## config.mk

```make
export PLATFORM = sky130hd
export DESIGN_NAME = wdt_top
export DESIGN_NICKNAME = d
export VERILOG_FILES = /design/src/core/wdt_rate_div.v /design/src/core/wdt_sync.v /design/src/core/wdt_top.v
export VERILOG_INCLUDE_DIRS = /design/src /design/src/core
export SDC_FILE = /design/constraint.sdc
export NUM_CORES = 1
export LEC_CHECK = 0
export BUFFER_PORTS_ARGS = -buffer_cell sky130_fd_sc_hd__buf_2
export CELL_PAD_IN_SITES_DETAIL_PLACEMENT = 1
export CELL_PAD_IN_SITES_GLOBAL_PLACEMENT = 1
export CORE_MARGIN = 5
export CORE_UTILIZATION = 44
export DETAILED_ROUTE_END_ITERATION = 16
export HOLD_SLACK_MARGIN = 0.03
export PLACE_DENSITY_LB_ADDON = 0.1
export SETUP_SLACK_MARGIN = 0.1
export SYNTH_ARGS = -nofsm -noshare
export SYNTH_HDL_FRONTEND = slang
export SYNTH_SLANG_ARGS = --single-unit
```

## constraint.sdc

```tcl
create_clock -name clk_i -period 3.5 [get_ports clk_i]
set_input_delay 0.7 -clock clk_i [delete_from_list [all_inputs] [get_ports clk_i]]
set_output_delay 0.7 -clock clk_i [all_outputs]
set_load 0.03 [all_outputs]
```

## src/core/wdt_defines.vh

```
// Constants for the windowed watchdog timer: register map, fields and timing.
`ifndef WDT_DEFINES_VH
`define WDT_DEFINES_VH
`define WDT_ADR_CTRL 4'h0
`define WDT_ADR_RELOAD 4'h1
`define WDT_ADR_WINDOW 4'h2
`define WDT_ADR_SERVICE 4'h3
`define WDT_ADR_COUNT 4'h4
`define WDT_ADR_STATUS 4'h5
`define WDT_ADR_IRQ_EN 4'h6
`define WDT_ADR_IRQ_CLR 4'h7
`define WDT_CTRL_ENABLE 0
`define WDT_CTRL_INSEL 1
`define WDT_CTRL_WINEN 2
`define WDT_ST_TIMEOUT 0
`define WDT_ST_INVALID 1
`define WDT_ST_PREWARN 2
`define WDT_SERVICE_KEY 8'hA5
`define WDT_DIV_SLOW 7'h7F
`define WDT_DIV_FAST 7'h01
`define WDT_PREWARN_COUNTS 8'h30
`define WDT_ZERO_BYTE 8'h00
`define WDT_FULL_BYTE 8'hFF
`define WDT_ONE_BYTE 8'h01
`define WDT_BYTE_MSB 7
`define WDT_EVT_MSB 2
`define WDT_CNT_MSB 15
`define WDT_LANE0 0
`define WDT_EVT_NONE 3'h0
`define WDT_WORD_ZERO 32'h00000000
`endif

```

## src/core/wdt_rate_div.v

```verilog
// Count rate enable generator for the watchdog timer.
`timescale 1ns/1ps
`default_nettype none
`include "wdt_defines.vh"
module wdt_rate_div (
	input wire clk_i,
	input wire rst_i,
	input wire run_i,
	input wire slow_i,
	output reg tick_o
);
	reg [6:0] cnt_reg;
	wire [6:0] limit;
	assign limit = slow_i ? `WDT_DIV_SLOW : `WDT_DIV_FAST;
	always @(posedge clk_i) begin
		if (rst_i) begin
			cnt_reg <= 7'h00;
			tick_o <= 1'b0;
		end else if (!run_i) begin
			tick_o <= 1'b0;
		end else if (cnt_reg >= limit) begin
			cnt_reg <= 7'h00;
			tick_o <= 1'b1;
		end else begin
			cnt_reg <= cnt_reg + 7'h01;
			tick_o <= 1'b0;
		end
	end
endmodule
`default_nettype wire

```

## src/core/wdt_sync.v

```verilog
// Two flip-flop synchroniser for a level from outside the clock domain.
`timescale 1ns/1ps
`default_nettype none
module wdt_sync (
	input wire clk_i,
	input wire rst_i,
	input wire d_i,
	output reg q_o
);
	reg meta_reg;
	always @(posedge clk_i) begin
		if (rst_i) begin
			meta_reg <= 1'b0;
			q_o <= 1'b0;
		end else begin
			meta_reg <= d_i;
			q_o <= meta_reg;
		end
	end
endmodule
`default_nettype wire

```

## src/core/wdt_top.v

```verilog
// Windowed watchdog timer with a classic Wishbone register slave.
//
// Implementation choices: the register addresses and register access over Wishbone.
`timescale 1ns/1ps
`default_nettype none
`include "wdt_defines.vh"
module wdt_top (
	input wire clk_i,
	input wire rst_i,
	input wire cyc_i,
	input wire stb_i,
	input wire we_i,
	input wire [3:0] adr_i,
	input wire [31:0] dat_i,
	input wire [3:0] sel_i,
	output reg [31:0] dat_o,
	output reg ack_o,
	input wire debug_mode_i,
	output reg watchdog_timeout_nmi_o,
	output reg watchdog_system_reset_o,
	output reg irq_o
);
	// Once fired the block stays there, since only the device reset may end it.
	localparam ST_WATCH = 3'h1;
	localparam ST_WARN = 3'h2;
	localparam ST_FIRED = 3'h4;

	reg enable_reg;
	reg enable_next;
	reg insel_reg;
	reg insel_next;
	reg winen_reg;
	reg winen_next;
	reg [7:0] watchdog_reload_high_reg;
	reg [7:0] watchdog_reload_high_next;
	reg [7:0] watchdog_window_bound_reg;
	reg [7:0] watchdog_window_bound_next;
	reg [7:0] cnt_lo_reg;
	reg [7:0] cnt_lo_next;
	reg [7:0] cnt_hi_reg;
	reg [7:0] cnt_hi_next;
	reg [2:0] state_reg;
	reg [2:0] state_next;
	reg [7:0] pw_cnt_reg;
	reg [7:0] pw_cnt_next;
	reg nmi_next;
	reg sys_rst_next;
	reg [2:0] status_reg;
	reg [2:0] status_next;
	reg [2:0] irq_en_reg;
	reg [2:0] irq_en_next;
	reg irq_next;
	reg ack_next;
	reg [31:0] dat_next;
	reg [2:0] events;
	reg [31:0] rd_data;
	wire debug_sync;
	wire tick;
	wire bus_req;
	wire wr_lane0;
	wire service;
	wire clear_req;
	wire watching;
	wire in_window;
	wire reload_ok;
	wire invalid;
	wire overflow;

	// Address decode is shared by the service and clear strobes.
	function addr_hit;
		input [3:0] adr;
		input [3:0] want;
		begin
			addr_hit = (adr == want);
		end
	endfunction

	function [7:0] byte_inc;
		input [7:0] value;
		begin
			byte_inc = value + `WDT_ONE_BYTE;
		end
	endfunction

	function byte_full;
		input [7:0] value;
		begin
			byte_full = (value == `WDT_FULL_BYTE);
		end
	endfunction

	wdt_sync u_dbg_sync (
		.clk_i(clk_i),
		.rst_i(rst_i),
		.d_i(debug_mode_i),
		.q_o(debug_sync)
	);

	// Debug mode stops the count-rate divider so the count holds.
	wdt_rate_div u_div (
		.clk_i(clk_i),
		.rst_i(rst_i),
		.run_i(enable_reg & ~debug_sync & ~watchdog_system_reset_o),
		.slow_i(insel_reg),
		.tick_o(tick)
	);

	assign bus_req = cyc_i & stb_i & ~ack_o;
	assign wr_lane0 = bus_req & we_i & sel_i[`WDT_LANE0];
	// A service needs a key so that a stray write cannot refresh the timer.
	assign service = wr_lane0 & addr_hit(adr_i, `WDT_ADR_SERVICE) &
		(dat_i[`WDT_BYTE_MSB:0] == `WDT_SERVICE_KEY);
	assign clear_req = wr_lane0 & addr_hit(adr_i, `WDT_ADR_IRQ_CLR);
	assign watching = (state_reg == ST_WATCH);
	assign in_window = winen_reg &
		({cnt_hi_reg, cnt_lo_reg} < {watchdog_window_bound_reg, `WDT_ZERO_BYTE});
	assign reload_ok = service & watching & ~in_window;
	assign invalid = service & watching & in_window;
	// A service in the overflow cycle wins, so no timeout is flagged beside it.
	assign overflow = tick & watching & ~service & byte_full(cnt_lo_reg) &
		byte_full(cnt_hi_reg);

	always @* begin
		events = `WDT_EVT_NONE;
		events[`WDT_ST_TIMEOUT] = overflow;
		events[`WDT_ST_INVALID] = invalid;
		events[`WDT_ST_PREWARN] = overflow | invalid;
	end

	always @* begin
		state_next = state_reg;
		case (state_reg)
			ST_WATCH: begin
				if (invalid | overflow) begin
					state_next = ST_WARN;
				end
			end
			ST_WARN: begin
				if (tick & (pw_cnt_reg == (`WDT_PREWARN_COUNTS - `WDT_ONE_BYTE))) begin
					state_next = ST_FIRED;
				end
			end
			ST_FIRED: begin
				state_next = ST_FIRED;
			end
			default: begin
				state_next = ST_WATCH;
			end
		endcase
	end

	always @* begin
		pw_cnt_next = pw_cnt_reg;
		if (state_reg == ST_WATCH) begin
			pw_cnt_next = `WDT_ZERO_BYTE;
		end else if ((state_reg == ST_WARN) & tick & (state_next == ST_WARN)) begin
			pw_cnt_next = byte_inc(pw_cnt_reg);
		end
	end

	always @* begin
		cnt_lo_next = cnt_lo_reg;
		cnt_hi_next = cnt_hi_reg;
		if (reload_ok) begin
			cnt_lo_next = `WDT_ZERO_BYTE;
			cnt_hi_next = watchdog_reload_high_reg;
		end else if (tick & watching & ~invalid) begin
			cnt_lo_next = byte_inc(cnt_lo_reg);
			if (byte_full(cnt_lo_reg)) begin
				cnt_hi_next = byte_inc(cnt_hi_reg);
			end
		end
	end

	always @* begin
		nmi_next = watchdog_timeout_nmi_o | overflow;
		sys_rst_next = (state_next == ST_FIRED);
	end

	// The reset output feeds the device reset tree, which also clears this block.
	always @(posedge clk_i) begin
		if (rst_i) begin
			state_reg <= ST_WATCH;
			cnt_lo_reg <= `WDT_ZERO_BYTE;
			cnt_hi_reg <= `WDT_ZERO_BYTE;
			pw_cnt_reg <= `WDT_ZERO_BYTE;
			watchdog_timeout_nmi_o <= 1'b0;
			watchdog_system_reset_o <= 1'b0;
		end else begin
			state_reg <= state_next;
			cnt_lo_reg <= cnt_lo_next;
			cnt_hi_reg <= cnt_hi_next;
			pw_cnt_reg <= pw_cnt_next;
			watchdog_timeout_nmi_o <= nmi_next;
			watchdog_system_reset_o <= sys_rst_next;
		end
	end

	always @* begin
		enable_next = enable_reg;
		insel_next = insel_reg;
		winen_next = winen_reg;
		watchdog_reload_high_next = watchdog_reload_high_reg;
		watchdog_window_bound_next = watchdog_window_bound_reg;
		irq_en_next = irq_en_reg;
		if (wr_lane0) begin
			case (adr_i)
				`WDT_ADR_CTRL: begin
					enable_next = dat_i[`WDT_CTRL_ENABLE];
					insel_next = dat_i[`WDT_CTRL_INSEL];
					winen_next = dat_i[`WDT_CTRL_WINEN];
				end
				`WDT_ADR_RELOAD: begin
					watchdog_reload_high_next = dat_i[`WDT_BYTE_MSB:0];
				end
				`WDT_ADR_WINDOW: begin
					watchdog_window_bound_next = dat_i[`WDT_BYTE_MSB:0];
				end
				`WDT_ADR_IRQ_EN: begin
					irq_en_next = dat_i[`WDT_EVT_MSB:0];
				end
				default: begin
				end
			endcase
		end
	end

	always @(posedge clk_i) begin
		if (rst_i) begin
			enable_reg <= 1'b0;
			insel_reg <= 1'b0;
			winen_reg <= 1'b0;
			watchdog_reload_high_reg <= `WDT_ZERO_BYTE;
			watchdog_window_bound_reg <= `WDT_ZERO_BYTE;
			irq_en_reg <= `WDT_EVT_NONE;
		end else begin
			enable_reg <= enable_next;
			insel_reg <= insel_next;
			winen_reg <= winen_next;
			watchdog_reload_high_reg <= watchdog_reload_high_next;
			watchdog_window_bound_reg <= watchdog_window_bound_next;
			irq_en_reg <= irq_en_next;
		end
	end

	// Status bits are sticky; a new event wins over a clear in the same cycle.
	always @* begin
		status_next = status_reg | events;
		if (clear_req) begin
			status_next = (status_reg & ~dat_i[`WDT_EVT_MSB:0]) | events;
		end
		irq_next = |(status_reg & irq_en_reg);
	end

	always @(posedge clk_i) begin
		if (rst_i) begin
			status_reg <= `WDT_EVT_NONE;
			irq_o <= 1'b0;
		end else begin
			status_reg <= status_next;
			irq_o <= irq_next;
		end
	end

	always @* begin
		rd_data = `WDT_WORD_ZERO;
		case (adr_i)
			`WDT_ADR_CTRL: begin
				rd_data[`WDT_CTRL_ENABLE] = enable_reg;
				rd_data[`WDT_CTRL_INSEL] = insel_reg;
				rd_data[`WDT_CTRL_WINEN] = winen_reg;
			end
			`WDT_ADR_RELOAD: begin
				rd_data[`WDT_BYTE_MSB:0] = watchdog_reload_high_reg;
			end
			`WDT_ADR_WINDOW: begin
				rd_data[`WDT_BYTE_MSB:0] = watchdog_window_bound_reg;
			end
			`WDT_ADR_COUNT: begin
				rd_data[`WDT_CNT_MSB:0] = {cnt_hi_reg, cnt_lo_reg};
			end
			`WDT_ADR_STATUS: begin
				rd_data[`WDT_EVT_MSB:0] = status_reg;
			end
			`WDT_ADR_IRQ_EN: begin
				rd_data[`WDT_EVT_MSB:0] = irq_en_reg;
			end
			default: begin
				rd_data = `WDT_WORD_ZERO;
			end
		endcase
	end

	always @* begin
		ack_next = bus_req;
		dat_next = `WDT_WORD_ZERO;
		if (bus_req) begin
			dat_next = rd_data;
		end
	end

	always @(posedge clk_i) begin
		if (rst_i) begin
			ack_o <= 1'b0;
			dat_o <= `WDT_WORD_ZERO;
		end else begin
			ack_o <= ack_next;
			dat_o <= dat_next;
		end
	end
endmodule
`default_nettype wire
```

After elaboration in Yosys (flattened, before gate mapping) --
Index checks and enable logic that the tools add are counted.
Storage, ports and cells: register bits after elaboration 98, output and inout bits 36
Operators by class: $add $sub $neg 4, magnitude comparators 2, eq/ne operators 16, muxes and demuxes 12, bitwise logic cells 37, reductions and logical operators 14
Operator list (number):
- 8-bit by 1-bit adder with 8-bit output (second input constant) | 3
- 8-bit == test (second input constant) | 3
- 8-bit two-way mux | 3
- 1-bit bitwise AND | 21
- 3-bit case mux with 6 select lines | 1
- 4-bit by 3-bit == test with 1-bit output (second input constant) | 4
- 16-bit < comparator | 1
- 5-bit case mux with 3 select lines | 1
- 7-bit two-way mux | 2
- 2-bit AND reduction | 5
- 3-bit two-way mux | 3
- 1-bit inverter | 9
- 3-bit case mux with 3 select lines | 1
- 4-bit by 2-bit == test with 1-bit output (second input constant) | 2
- 8-bit by 6-bit == test with 1-bit output (second input constant) | 1
- 2-bit OR reduction | 4
- 7-bit by 1-bit adder with 7-bit output (second input constant) | 1
- 7-bit greater-or-equal comparator | 1
- 3-bit bitwise AND | 2
- 3-bit by 2-bit == test with 1-bit output (second input constant) | 2
- 3-bit == test (second input constant) | 2
- 3-bit bitwise OR | 2
- 3-bit OR reduction | 2
- 4-bit by 1-bit == test with 1-bit output (second input constant) | 1
- 6 further kinds | 8

Longest topological paths before layout --
Gate-level depths: netlist (run 1).
word-level depth 15, mapped depth 10

Hierarchy --
Synthesis (run 1) repeated with hierarchy kept, for this count alone.
Second synthesis, totals: cell total of the unflattened synthesis 484, area, all modules 4219.0 sq um
By module, submodules not included:
- wdt_top | times used 1, cells each 432, area each 3664.8 sq um, seq. area each 1441.4 sq um
- wdt_rate_div | times used 1, cells each 48, area each 501.7 sq um, seq. area each 160.2 sq um
- wdt_sync | times used 1, cells each 4, area each 52.6 sq um, seq. area each 40.0 sq um

Least setup slack after synthesis (run 1) --
OpenSTA, ideal clock, no wires.
path type input to register, from in adr_i[2], to reg watchdog_reload_high_reg[0], library setup time 0.128 ns, arrival 2.230 ns, required time 3.372 ns, slack 1.143 ns, stages on the path 8, buffers on the path 3, cells stage by stage buf_2 -> or2_1 -> buf_6 -> or3_1 -> nor2b_1 -> buf_2 -> mux2i_1 -> nor2_1
On the way: longest elaborated chain between the ends 2
Ends and longest elaborated chain:
- from (decl) | RTL line wdt_top.v:13 | input wire [3:0] adr_i,
- 4-bit by 1-bit == test with 1-bit output | RTL line wdt_top.v:207 | case (adr_i)
- 2-bit AND reduction (no source line)
- to (signal assigned) | RTL line wdt_top.v:233 | watchdog_reload_high_reg <= `WDT_ZERO_BYTE;
- to (signal assigned) | RTL line wdt_top.v:240 | watchdog_reload_high_reg <= watchdog_reload_high_next;
- to (decl) | RTL line wdt_top.v:34 | reg [7:0] watchdog_reload_high_reg;
No other way between the ends. A chain may end at the register's enable or synchronous reset.

Worst setup path in the final report (run 1) --
from in adr_i[2], to reg cnt_lo_reg[0]
On the way: longest elaborated chain between the ends 7, elaborated cells on any way between the ends 9
Ends and longest elaborated chain:
- 4-bit by 2-bit == test with 1-bit output (*) | RTL line wdt_top.v:74 | addr_hit = (adr == want);
- 1-bit bitwise AND (*) (2 in a row) | RTL line wdt_top.v:111 | assign service = wr_lane0 & addr_hit(adr_i, `WDT_ADR_SERVICE) &
- 1-bit bitwise AND (*) | RTL line wdt_top.v:117, wdt_top.v:118
- 1-bit bitwise AND | RTL line wdt_top.v:118 | assign invalid = service & watching & in_window;
- 1-bit inverter | RTL line wdt_top.v:167 | end else if (tick & watching & ~invalid) begin
- 1-bit bitwise AND | RTL line wdt_top.v:167
- to (signal assigned) | RTL line wdt_top.v:184 | cnt_lo_reg <= `WDT_ZERO_BYTE;
- to (signal assigned) | RTL line wdt_top.v:191 | cnt_lo_reg <= cnt_lo_next;
- to (decl) | RTL line wdt_top.v:38 | reg [7:0] cnt_lo_reg;
Mark *: on every way between the ends. The rest lies on a longest branch, timed or not.

==> metrics.yaml, run 1 <==
status:
  outcome: "finished, final reports clean"
critical_path:
  worstSetupEndpointType: "register"
  worstPathMaxFanout: 9
  cell_breakdown_of_the_critical_path: "buf_2, or2_1, nor3_4, and3_1, and2_1, nor2_1, a211oi_1"
  worstSetupStartpoint: "adr_i[2]"
  reg2reg_from: "ack_o$_SDFF_PP0_"
  rrSetupSlack_ps: 1170
  worstPathRequired_ps: 3770
  worst-r2r-cell-count: 6
  largest_stage_delay_on_the_critical_path_ps: 410
  worst-endpoint-arrival_ps: 2800
  critical_path_cell_count: 7
  crit-reg2reg-capture: "cnt_lo_reg[0]$_SDFFE_PP0P_"
  worstSetupPathType: "input port to register"
  worst-path-buf-inv: 1
  slowest_stage: "nor3_4"
  crit_family: "simple AND/OR/NAND/NOR gates"
  startpoint_type: "input port"
cells_and_area:
  drive_gt1_share_pct: 13.6
  registers.top_by_ff_count: "dat_o"
  area_growth_syn_to_layout_pct: 10.2
  fin_area_mm2: 0.00444
  antennaDiodeCount: 0
  final_net_count: 544
  fillerInstances: 1094
  largest_reg_flops: 16
logic_synthesis:
  yosys_most_used_dff: "dfxtp_1"
  syn-cell-area_mm2: 0.00403
  synth_async_sr_flop_share_pct: 0
  netlist.area_leader.share_pct: 40.7
  postSynthRegisterBits: 82
  number_of_enable_type_register_cells_in_the_synthesized_netlist: 0
  cell_taking_the_most_area_after_synthesis: "dfxtp_1"
  syn_area_per_cell_um2: 8.98
  synth_commonest_cells: "dfxtp_1, nor2_1, a21oi_1"
  yosys_warnings: 0
  syn-instance-count: 449
  yosys.cell_count.top_type: "dfxtp_1"
  yosys-top-cells-area: "dfxtp_1, mux2i_1, nor2_1"
  netlist-cell-type-count: 58
  synth.yosys.seq_area_share_pct: 40.7
route:
  vias: 3305
  detail_route.vias_per_cell: 5.54
  drt_first_pass_iters: 4
  antenna_left: 0
  remaining_drc_errors: 0
  drt_iter0_drc: 69
  route.final.wire_length_mm: 10.2
  routed_wire_length_per_instance_um: 17.1
clock_network:
  cts_buffers: 9
  cts-hold-fix-buffers: 0
  cts_max_level: 3
  clock_latency_ps: 360
  clk_pin_slew_ps: 80
  cts_tree: "yes"
  cts_root_buf: "clkbuf_8"
  cts.repair.resized: 0
  post_cts_buffers: 0
  clockBufferDepth: 2
  cts_num_sinks: 82
floorplanning:
  die_area_mm2: 0.0112
  dieHeight_um: 106
  die_w_um: 106
  ios: 82
  initial_core_util_pct: 44.5
  core-area_mm2: 0.00906
  placementRows: 35
timing:
  maxClockFrequency_ghz: 0.396
  slew_headroom_pct: 47.9
  slew_at_the_pin_closest_to_its_max_slew_limit_ps: 780
  grt_setup_unrepaired: "no"
  totalNegativeSetupSlack_ps: 0
  timing.final.max_slew_violations: 0
  timing_hold_violations_final: 0
  post-route-period-util_pct: 72.2
  finClkSkew_ps: 6.99
  setup_viol: 0
  final_period_minus_worst_setup_slack_ps: 2530
global_route:
  global_route.usage.total_pct: 18.6
  number_of_global_route_vias_before_repair: 3299
  number_of_antenna_violations_at_the_first_check_in_global_routing: 0
  grt-ovfl-total: 0
  largest_net_degree_at_the_start_of_global_routing: 60
  grt_first_pass_wirelength_mm: 16.6
worst_hold_path:
  worstHoldPathType: "register to register"
  hold_end: "u_dbg_sync.q_o$_SDFF_PP0_"
  hold_path_depth: 1
  worstHoldStart: "u_dbg_sync.meta_reg$_SDFF_PP0_"
power_and_ir_drop:
  proportion_of_power_drawn_by_flip_flops_and_latches_pct: 52.9
  p_comb_share_pct: 4.7
  power-per-cell-area_mw_per_mm2: 398
  cellInternalPower_mw: 1.35
  max_rail_drop_vdd_v: 0.000151
  swShare_pct: 23.4
  p_sw_mw: 0.414
  total_leakage_power_nw: 1.72
  design_power_total_mw: 1.77
  share_of_total_power_in_the_clock_network_pct: 42.4
placed_design:
  dpl.hpwl_mm: 7.55
  dpl_cell_area_mm2: 0.00423
  gp_congestion: 0.825
  port_buffers: 38
run:
  max_cap_viol_count: 0
-- cells in the final DEF (no fill, tap or decap), types with 3 or more instances in the layout --
| cell | netlist | layout |
|---|---|---|
| nand2b_1 | 6 | 6 |
| xor2_1 | 6 | 6 |
| nor2_1 | 60 | 60 |
| xnor2_1 | 7 | 7 |
| ha_1 | 17 | 17 |
| inv_1 | 13 | 13 |
| a211oi_1 | 9 | 9 |
| nand3_1 | 11 | 11 |
| nor4_1 | 3 | 3 |
| nand4b_1 | 3 | 3 |
| o21ai_0 | 10 | 10 |
| a31oi_1 | 3 | 3 |
| and3_1 | 14 | 14 |
| a21o_1 | 4 | 4 |
| a22oi_1 | 7 | 7 |
| nor2b_1 | 10 | 10 |
| nor3_1 | 13 | 13 |
| mux2i_1 | 26 | 26 |
| and4_1 | 5 | 5 |
| o21bai_1 | 3 | 3 |
| a21oi_1 | 30 | 30 |
| dfxtp_1 | 82 | 82 |
| buf_4 | 17 | 5 |
| buf_2 | 3 | 38 |
| conb_1 | 1 | 16 |
| and2_1 | 7 | 7 |
| nand2_1 | 15 | 15 |
| nand3b_1 | 4 | 4 |
| nand4_1 | 8 | 8 |
| clkbuf_8 | 0 | 9 |
-- kinds of logic (layout without fill, tap and decap cells) --
| kind of cell | Yosys count | count (layout) | synth area share [%] |
|---|---|---|---|
| buf+inv | 50 | 72 | 6.71 |
| simple gates | 174 | 174 | 23.4 |
| fa+ha+maj | 17 | 17 | 5.28 |
| other cells | 1 | 16 | 0.0930 |
| mux | 27 | 27 | 7.02 |
| xor+xnor | 13 | 13 | 2.83 |
| compound gates | 85 | 85 | 13.9 |
| flops | 82 | 82 | 40.7 |
-- metal layers --
layer	GRT usage (%)	up-vias	routed length [um]
met2	31.8	39	5070
met5	0	-	0
met3	4.16	16	332
li1	-	1639	-
met4	6.75	0	198
met1	23.0	1611	4580
-- power groups by stage --
| stage | logic, mW | clock network, mW | registers, mW |
|---|---|---|---|
| floorplan | 0.0716 | 0 | 0.958 |
| global placement | 0.0817 | 0 | 0.957 |
| detailed placement | 0.0834 | 0 | 0.957 |
| CTS | 0.0835 | 0.766 | 0.935 |
| global route | 0.0902 | 0.810 | 0.935 |
| finish | 0.0836 | 0.749 | 0.935 |
-- worst max path at each step --
stage	end
after global placement	cnt_lo_reg[0]$_SDFFE_PP0P_
after global routing	cnt_lo_reg[0]$_SDFFE_PP0P_
after floorplan	watchdog_reload_high_reg[0]$_SDFFE_PP0P_
after CTS	cnt_lo_reg[0]$_SDFFE_PP0P_
final	cnt_lo_reg[0]$_SDFFE_PP0P_
after detailed placement	cnt_lo_reg[0]$_SDFFE_PP0P_
-- metrics by stage --
| stage | instances | worst slack [ps] | util (%) | hold slack [ps] |
|---|---|---|---|---|
| 2_1_floorplan | 464 | 1140 | - | 414 |
| 3_3_place_gp | 581 | 687 | 46.7 | 416 |
| 3_5_place_dp | 581 | 572 | 46.7 | 444 |
| 4_1_cts | 597 | 968 | 49.0 | 463 |
| 5_1_grt | 597 | 815 | 49.0 | 472 |
| 6_report | 597 | 973 | 49.0 | 460 |
-- layout make-up --
cell class / count / area (um^2) / area share [%]
inverters: 13 / 48.8 / 1.10
repair buffers: 43 / 228 / 5.13
clock inverters: 5 / 78.8 / 1.77
clock buffers: 11 / 131 / 2.96
flip-flops and latches: 82 / 1640 / 37.0
multi-input cells: 332 / 2170 / 49.0
well taps: 111 / 139 / 3.13
-- worst register-to-register path, stage by stage, from the launching register on --
cell and delay, ps:
dfxtp_1 320, nand3b_1 320, nor2_1 450, and3_1 400, and2_1 390, nor2_1 110
a211oi_1 250
Power figures use the tool's default switching activity.
==> run 2, diff against run 1 <==
--- a/config.mk
+++ b/config.mk
@@ -10,7 +10,7 @@
 export CELL_PAD_IN_SITES_DETAIL_PLACEMENT = 1
 export CELL_PAD_IN_SITES_GLOBAL_PLACEMENT = 1
 export CORE_MARGIN = 5
-export CORE_UTILIZATION = 44
+export CORE_UTILIZATION = 41
 export DETAILED_ROUTE_END_ITERATION = 16
 export HOLD_SLACK_MARGIN = 0.03
 export PLACE_DENSITY_LB_ADDON = 0.1
==> constraint.sdc (replaced) <==
create_clock -name clk_i -period 2.4 [get_ports clk_i]
set_input_delay 0.48 -clock clk_i [delete_from_list [all_inputs] [get_ports clk_i]]
set_output_delay 0.48 -clock clk_i [all_outputs]
set_load 0.03 [all_outputs]
==> run 2 against run 1 <==
Non-clock buffer count grew 21. Wire length grew 1.2%. Setup slack lost 760 ps. Count of clock-buffer cells in the layout is the same. Hold slack lost 130 ps. Cell count grew 7.4%. Die area grew 6.6%. Sequential share of layout area shrank 1.6 points. Register-to-register slack lost 950 ps. Via count grew 1.6%. First-iteration DRC count grew 96%.
==> metrics.yaml, run 2 (same netlist as run 1, synthesis figures left out) <==
critical_path:
  worstPathMaxFanout: 5  # -4
  crit_family: "compound AO/OA/AOI/OAI gates"
  largest_stage_delay_on_the_critical_path_ps: 620  # +210 ps
  slowest_stage: "a311oi_1"
  worst-path-buf-inv: 0  # -1
  cell_breakdown_of_the_critical_path: "ha_1, and3_1, nand4_1, a311oi_1, nand3_1, a2bb2oi_1, a21oi_1"
  crit_path_end: "cnt_hi_reg[7]$_SDFFE_PP0P_"
  worstPathRequired_ps: 2680  # -1090 ps
  critical_path_cell_count: 7  # unchanged
  worstSetupEndpointType: "register"
  crit-reg2reg-capture: "cnt_hi_reg[7]$_SDFFE_PP0P_"
  reg2reg_from: "cnt_lo_reg[0]$_SDFFE_PP0P_"
  rrSetupSlack_ps: 220  # -950 ps
  worstSetupPathType: "register to register"
  startpoint_type: "register"
  worst-endpoint-arrival_ps: 2470  # -330 ps
  worst-r2r-cell-count: 7  # +1
  worstSetupStartpoint: "cnt_lo_reg[0]$_SDFFE_PP0P_"
placed_design:
  port_buffers: 38  # unchanged
  place.detailed.instances: 622  # +7.1%
  dpl.hpwl_mm: 7.88  # +4.4%
  gp_congestion: 0.850  # +3.0%
clock_network:
  cts_buffers: 9  # unchanged
  cts_num_sinks: 82  # unchanged
  clockBufferDepth: 2  # unchanged
  cts_max_level: 3  # unchanged
  clock_latency_ps: 360  # about the same
  cts_tree: "yes"
  cts_root_buf: "clkbuf_8"
  clk_pin_slew_ps: 80  # about the same
floorplanning:
  die_area_mm2: 0.0119  # +6.6%
  ios: 82  # unchanged
  core-area_mm2: 0.00968  # +6.8%
  die_w_um: 109  # +3.3%
  placementRows: 36  # +2.9%
  dieHeight_um: 109  # +3.3%
  initial_core_util_pct: 41.6  # -2.8 points
cells_and_area:
  final_net_count: 566  # +4.0%
  ff_latch_area_mm2: 0.00164  # +0.15%
  mostFrequentLayoutCells: "dfxtp_1, nor2_1, buf_2, a21oi_1"
  largest_reg_flops: 16  # unchanged
  registers.top_by_ff_count: "dat_o"
  area_growth_syn_to_layout_pct: 15.4
  most_frequent_standard_cell_in_the_layout_excluding_fill_and_tap_cells: "dfxtp_1"
  multi_input_area_mm2: 0.00220  # +1.2%
  fillerInstances: 1149  # +5.0%
  finalNonFillerCells: 641  # +7.4%
  antennaDiodeCount: 0  # unchanged
  drive_gt1_share_pct: 18.7  # +5.1 points
power_and_ir_drop:
  p_comb_share_pct: 5.3  # +0.6 points
  p_sw_mw: 0.586  # +42%
  total_leakage_power_nw: 1.83  # +6.5%
  power-per-cell-area_mw_per_mm2: 541  # +36%
  swShare_pct: 23.3  # -0.10 points
  proportion_of_power_drawn_by_flip_flops_and_latches_pct: 54.2  # +1.3 points
  share_of_total_power_in_the_clock_network_pct: 40.5  # -1.9 points
  design_power_total_mw: 2.52  # +42%
  cellInternalPower_mw: 1.93  # +43%
  max_rail_drop_vdd_v: 0.000302  # +99%
timing:
  slew_at_the_pin_closest_to_its_max_slew_limit_ps: 666  # -115 ps
  post-route-period-util_pct: 91.0
  finClkSkew_ps: 9.67  # +2.68 ps
  slew_headroom_pct: 55.3  # +7.5 points
  timing_hold_violations_final: 0  # unchanged
  grt_setup_unrepaired: "yes"
  maxClockFrequency_ghz: 0.458
  final_period_minus_worst_setup_slack_ps: 2180
  setup_viol: 0  # unchanged
  timing.final.max_slew_violations: 0  # unchanged
run:
  max_cap_viol_count: 0  # unchanged
global_route:
  number_of_global_route_vias_before_repair: 3403  # +3.2%
  largest_net_degree_at_the_start_of_global_routing: 45  # -25%
  grt_first_pass_wirelength_mm: 16.9  # +1.5%
  global_route.usage.total_pct: 18.3  # -0.31 points
  number_of_antenna_violations_at_the_first_check_in_global_routing: 0  # unchanged
  grt-ovfl-total: 0  # unchanged
route:
  drt_first_pass_iters: 4  # unchanged
  detail_route.vias_per_cell: 5.24  # -5.3%
  remaining_drc_errors: 0  # unchanged
  routed_wire_length_per_instance_um: 16.1  # -5.8%
  antenna_left: 0  # unchanged
  vias: 3359  # +1.6%
  route.final.wire_length_mm: 10.3  # +1.2%
  drt_iter0_drc: 135  # +96%
status:
  outcome: "finished, final reports clean"
worst_hold_path:
  worstHoldPathType: "input port to register"
-- run 2: stage by stage --
step                setup slack, ps  hold WS, ps  util [%]  setup TNS, ps  cell area, um^2
detailed placement             98.0          449      45.5              0             4400
global placement                195          417      45.5              0             4400
CTS                             125          318      47.6              0             4610
floorplan                       263          414         -              0             4090
global route                  -6.80          312      48.0          -6.80             4650
finish                          215          334      48.0              0             4650
-- run 2: worst min path at each step --
stage	start	slack [ps]	end	cells after the start
2_1_floorplan	u_dbg_sync.meta_reg$_SDFF_PP0_	410	u_dbg_sync.q_o$_SDFF_PP0_	1
3_3_place_gp	u_dbg_sync.meta_reg$_SDFF_PP0_	420	u_dbg_sync.q_o$_SDFF_PP0_	1
3_5_place_dp	u_dbg_sync.meta_reg$_SDFF_PP0_	450	u_dbg_sync.q_o$_SDFF_PP0_	1
4_1_cts	debug_mode_i	320	u_dbg_sync.meta_reg$_SDFF_PP0_	2
5_1_grt	debug_mode_i	310	u_dbg_sync.meta_reg$_SDFF_PP0_	2
6_report	debug_mode_i	330	u_dbg_sync.meta_reg$_SDFF_PP0_	2
-- run 2: what timing repair did --
item,4_1_cts,5_1_grt
hold buffers,0,0
buffers inserted,0,2
gates resized for setup,1,6
endpoints found under the setup margin,2,16
pin swaps,0,2
gates cloned,0,1
-- run 2: metal layers --
| layer | track usage [%] | wire length [um] | vias up |
|---|---|---|---|
| met5 | 0 | 0 | - |
| met4 | 7.75 | 203 | 0 |
| met3 | 3.37 | 329 | 15 |
| met2 | 31.9 | 5170 | 43 |
| met1 | 22.0 | 4600 | 1625 |
| li1 | - | - | 1676 |
-- run 2: cell type report --
| cell class | count | share of cell area (%) |
|---|---|---|
| Timing Repair Buffer | 64 | 8.29 |
| Clock inverter | 5 | 1.13 |
| Clock buffer | 11 | 3.26 |
| Inverter | 13 | 1.05 |
| Sequential cell | 82 | 35.4 |
| Multi-Input combinational cell | 333 | 47.3 |
| Tap cell | 133 | 3.58 |
-- run 2: power groups by stage --
| stage | combinational [mW] | sequential (mW) | clock [mW] |
|---|---|---|---|
| floorplan | 0.104 | 1.40 | 0 |
| global placement | 0.131 | 1.40 | 0 |
| detailed placement | 0.133 | 1.40 | 0 |
| CTS | 0.133 | 1.36 | 1.06 |
| global route | 0.144 | 1.36 | 1.12 |
| finish | 0.133 | 1.36 | 1.02 |
==> run 3, diff against run 2 <==
--- a/config.mk
+++ b/config.mk
@@ -6,11 +6,12 @@
 export SDC_FILE = /design/constraint.sdc
 export NUM_CORES = 1
 export LEC_CHECK = 0
+export ABC_AREA = 1
 export BUFFER_PORTS_ARGS = -buffer_cell sky130_fd_sc_hd__buf_2
 export CELL_PAD_IN_SITES_DETAIL_PLACEMENT = 1
 export CELL_PAD_IN_SITES_GLOBAL_PLACEMENT = 1
 export CORE_MARGIN = 5
-export CORE_UTILIZATION = 41
+export CORE_UTILIZATION = 29
 export DETAILED_ROUTE_END_ITERATION = 16
 export HOLD_SLACK_MARGIN = 0.03
 export PLACE_DENSITY_LB_ADDON = 0.1
==> run 3 against run 2 <==
Core utilization is 14 points lower. Sequential power hardly changed. Synthesized area is 5.3% higher. Sequential share of layout area is 2.2 points lower. Wire length is 22% higher. Combinational power hardly changed. Synthesized cell count is 28% higher. Clock skew is 3.9 ps lower.
==> metrics.yaml, run 3 <==
status:
  outcome: "finished, final reports clean"
route:
  antenna_left: 0  # unchanged
  vias: 3823  # +14%
  routed_wire_length_per_instance_um: 15.5  # -3.6%
  detail_route.vias_per_cell: 4.70  # -10%
  route.final.wire_length_mm: 12.6  # +22%
  drt_iter0_drc: 112  # -17%
  remaining_drc_errors: 0  # unchanged
  drt_first_pass_iters: 4  # unchanged
global_route:
  grt-ovfl-total: 0  # unchanged
  number_of_global_route_vias_before_repair: 3949  # +16%
  grt_first_pass_wirelength_mm: 20.5  # +22%
  global_route.usage.total_pct: 15.5  # -2.8 points
  largest_net_degree_at_the_start_of_global_routing: 18  # -60%
  number_of_antenna_violations_at_the_first_check_in_global_routing: 0  # unchanged
timing:
  finClkSkew_ps: 5.80  # -3.87 ps
  final_period_minus_worst_setup_slack_ps: 2030  # -157 ps
  grt_setup_unrepaired: "no"
  maxClockFrequency_ghz: 0.493  # +7.8%
  timing.final.max_slew_violations: 0  # unchanged
  timing_hold_violations_final: 0  # unchanged
  hold_ws_ps: 341  # +6.63 ps
  post-route-period-util_pct: 84.5  # -6.6 points
  totalNegativeSetupSlack_ps: 0  # unchanged
  setup_viol: 0  # unchanged
critical_path:
  worstPathRequired_ps: 2690  # about the same
  worstPathMaxFanout: 17  # +12
  worstSetupPathType: "register to register"
  cell_breakdown_of_the_critical_path: "inv_1, ha_1, nand2_1, nand2_1, nor2_2, nand2_2, nand2_4, nand2_2, a21oi_1, o21a_1"
  worst-endpoint-arrival_ps: 2320  # -150 ps
  slowest_stage: "dfxtp_1"
  startpoint_type: "register"
  worstSetupEndpointType: "register"
  largest_stage_delay_on_the_critical_path_ps: 330  # -290 ps
placed_design:
  dpl.hpwl_mm: 10.1  # +28%
  gp_congestion: 0.878  # +3.3%
  port_buffers: 38  # unchanged
worst_hold_path:
  worstHoldPathType: "input port to register"
cells_and_area:
  fillerInstances: 1820  # +58%
  layout.core_utilization_pct: 34.4  # -14 points
  multi_input_area_mm2: 0.00219  # -0.28%
  ff_latch_area_mm2: 0.00164  # -0.15%
  most_frequent_standard_cell_in_the_layout_excluding_fill_and_tap_cells: "nand2_1"
  antennaDiodeCount: 0  # unchanged
  final_net_count: 688  # +22%
  largest_reg_flops: 16  # unchanged
  registers.top_by_ff_count: "dat_o"
  area_growth_syn_to_layout_pct: 16.7
  drive_gt1_share_pct: 16.5  # -2.2 points
  mostFrequentLayoutCells: "nand2_1, dfxtp_1, inv_1, nor2_1, a21oi_1"
clock_network:
  clk_pin_slew_ps: 70  # about the same
  clock_latency_ps: 340  # -20 ps
  post_cts_buffers: 0  # unchanged
  cts-hold-fix-buffers: 0  # unchanged
  cts_buffers: 9  # unchanged
  cts_tree: "yes"
  cts_root_buf: "clkbuf_16"
  cts_max_level: 3  # unchanged
  cts.repair.resized: 0  # -1
  cts_num_sinks: 82  # unchanged
  clockBufferDepth: 2  # unchanged
logic_synthesis:
  postSynthRegisterBits: 82  # unchanged
  synth_compound_gate_area_share_pct: 13.3  # -0.65 points
  synth.yosys.seq_area_share_pct: 38.7  # -2.1 points
  synth_fa_ha_area_share_pct: 5.01  # -0.27 points
  yosys.cell_count.top_type: "nand2_1"
  post_synth_and_or_nand_nor_area_fraction_pct: 28.1  # +4.7 points
  syn-cell-area_mm2: 0.00425  # +5.3%
  yosys_warnings: 0  # unchanged
  syn_area_per_cell_um2: 7.41  # -17%
  yosys-top-cells-area: "dfxtp_1, nand2_1, inv_1"
  number_of_enable_type_register_cells_in_the_synthesized_netlist: 0  # unchanged
  synth_commonest_cells: "nand2_1, dfxtp_1, inv_1"
  syn-instance-count: 573  # +28%
  yosys_most_used_dff: "dfxtp_1"
  main_combinational_cell_family_by_area_after_synthesis: "simple AND/OR/NAND/NOR gates"
  synthXorXnorAreaFrac_pct: 3.71  # +0.89 points
  cell_taking_the_most_area_after_synthesis: "dfxtp_1"
  netlist.area_leader.share_pct: 38.7  # -2.1 points
  post_synth_mux_area_share_pct: 0  # -7.0 points
  synth_async_sr_flop_share_pct: 0  # unchanged
  netlist-cell-type-count: 45  # -22%
power_and_ir_drop:
  max_rail_drop_vdd_v: 0.000293  # -2.9%
  share_of_total_power_in_the_clock_network_pct: 48.1  # +7.6 points
  cellInternalPower_mw: 2.19  # +13%
  total_leakage_power_nw: 2.09  # +14%
  p_comb_share_pct: 4.6  # -0.7 points
  p_sw_mw: 0.701  # +19%
  power-per-cell-area_mw_per_mm2: 583  # +7.7%
  swShare_pct: 24.3  # +0.96 points
  proportion_of_power_drawn_by_flip_flops_and_latches_pct: 47.3  # -6.9 points
  design_power_total_mw: 2.89  # +15%
floorplanning:
  die_area_mm2: 0.0172  # +44%
  core-area_mm2: 0.0144  # +49%
  ios: 82  # unchanged
  dieHeight_um: 131  # +20%
  placementRows: 44  # +22%
  die_w_um: 131  # +20%
  initial_core_util_pct: 29.4  # -12 points
run:
  max_cap_viol_count: 0  # unchanged
==> run 3: changes by cell type in the layout (fill, tap and decap cells not counted), sizes merged, moves of 21 or more <==
cell / change
a21oi: +22
nand3: +38
nand2: +84
o21ai: +21
inv: +69
mux2i: -26
==> run 3: stage by stage <==
step | setup WS, ps | std cells | instance area (um^2)
after floorplan | 705 | 588 | 4300
after global routing | 175 | 814 | 4950
after CTS | 216 | 814 | 4950
after global placement | 221 | 798 | 4650
final | 373 | 814 | 4950
after detailed placement | 185 | 798 | 4650
==> run 3: power by group through the flow <==
| stage | Sequential, mW | Clock (mW) | Combinational (mW) |
|---|---|---|---|
| floorplan | 1.40 | 0 | 0.103 |
| global placement | 1.40 | 0 | 0.132 |
| detailed placement | 1.40 | 0 | 0.133 |
| CTS | 1.37 | 1.43 | 0.133 |
| global route | 1.37 | 1.49 | 0.146 |
| finish | 1.37 | 1.39 | 0.133 |
==> run 3: final cells by class <==
class	count	area share [%]
sequential	82	33.1
tap	184	4.65
inverter	82	6.21
timing repair buffer	50	5.66
multi-input combinational	400	44.3
clock buffer	12	5.38
clock inverter	4	0.682
==> run 3: worst max-delay path, delay by kind of cell, from the launching register on <==
kind,cells,cell delay [ps]
flops,1,330
buf+inv,1,80
simple gates,6,930
fa+ha+maj,1,320
compound gates,2,300
==> run 3: path summary, 6_finish.rpt <==
| path | end | depth (start not counted) | from | slack, ps |
|---|---|---|---|---|
| setup / recovery | cnt_lo_reg[6]$_SDFFE_PP0P_ | 10 | watchdog_window_bound_reg[7]$_SDFFE_PP0P_ | 370 |
| hold / removal | u_dbg_sync.meta_reg$_SDFF_PP0_ | 3 | debug_mode_i | 340 |
| setup reg to reg | cnt_lo_reg[6]$_SDFFE_PP0P_ | 10 | watchdog_window_bound_reg[7]$_SDFFE_PP0P_ | 370 |
| hold reg to reg | u_dbg_sync.q_o$_SDFF_PP0_ | 2 | u_dbg_sync.meta_reg$_SDFF_PP0_ | 410 |
==> run 3: layer usage <==
metal	wire length (um)	GRT usage (%)
met2	5810	25.2
met1	6270	20.9
met3	398	3.33
met5	0	0
met4	133	4.05
==> run 3: logic make-up (layout without fill, tap and decap cells) <==
logic type,after synthesis,after routing
AOI/OAI and AO/OA,101,101
other,1,16
adders and majority gates,17,17
DFF,82,82
buffers and inverters,106,148
xor gates and xnor gates,18,18
and+or+nand+nor,248,248
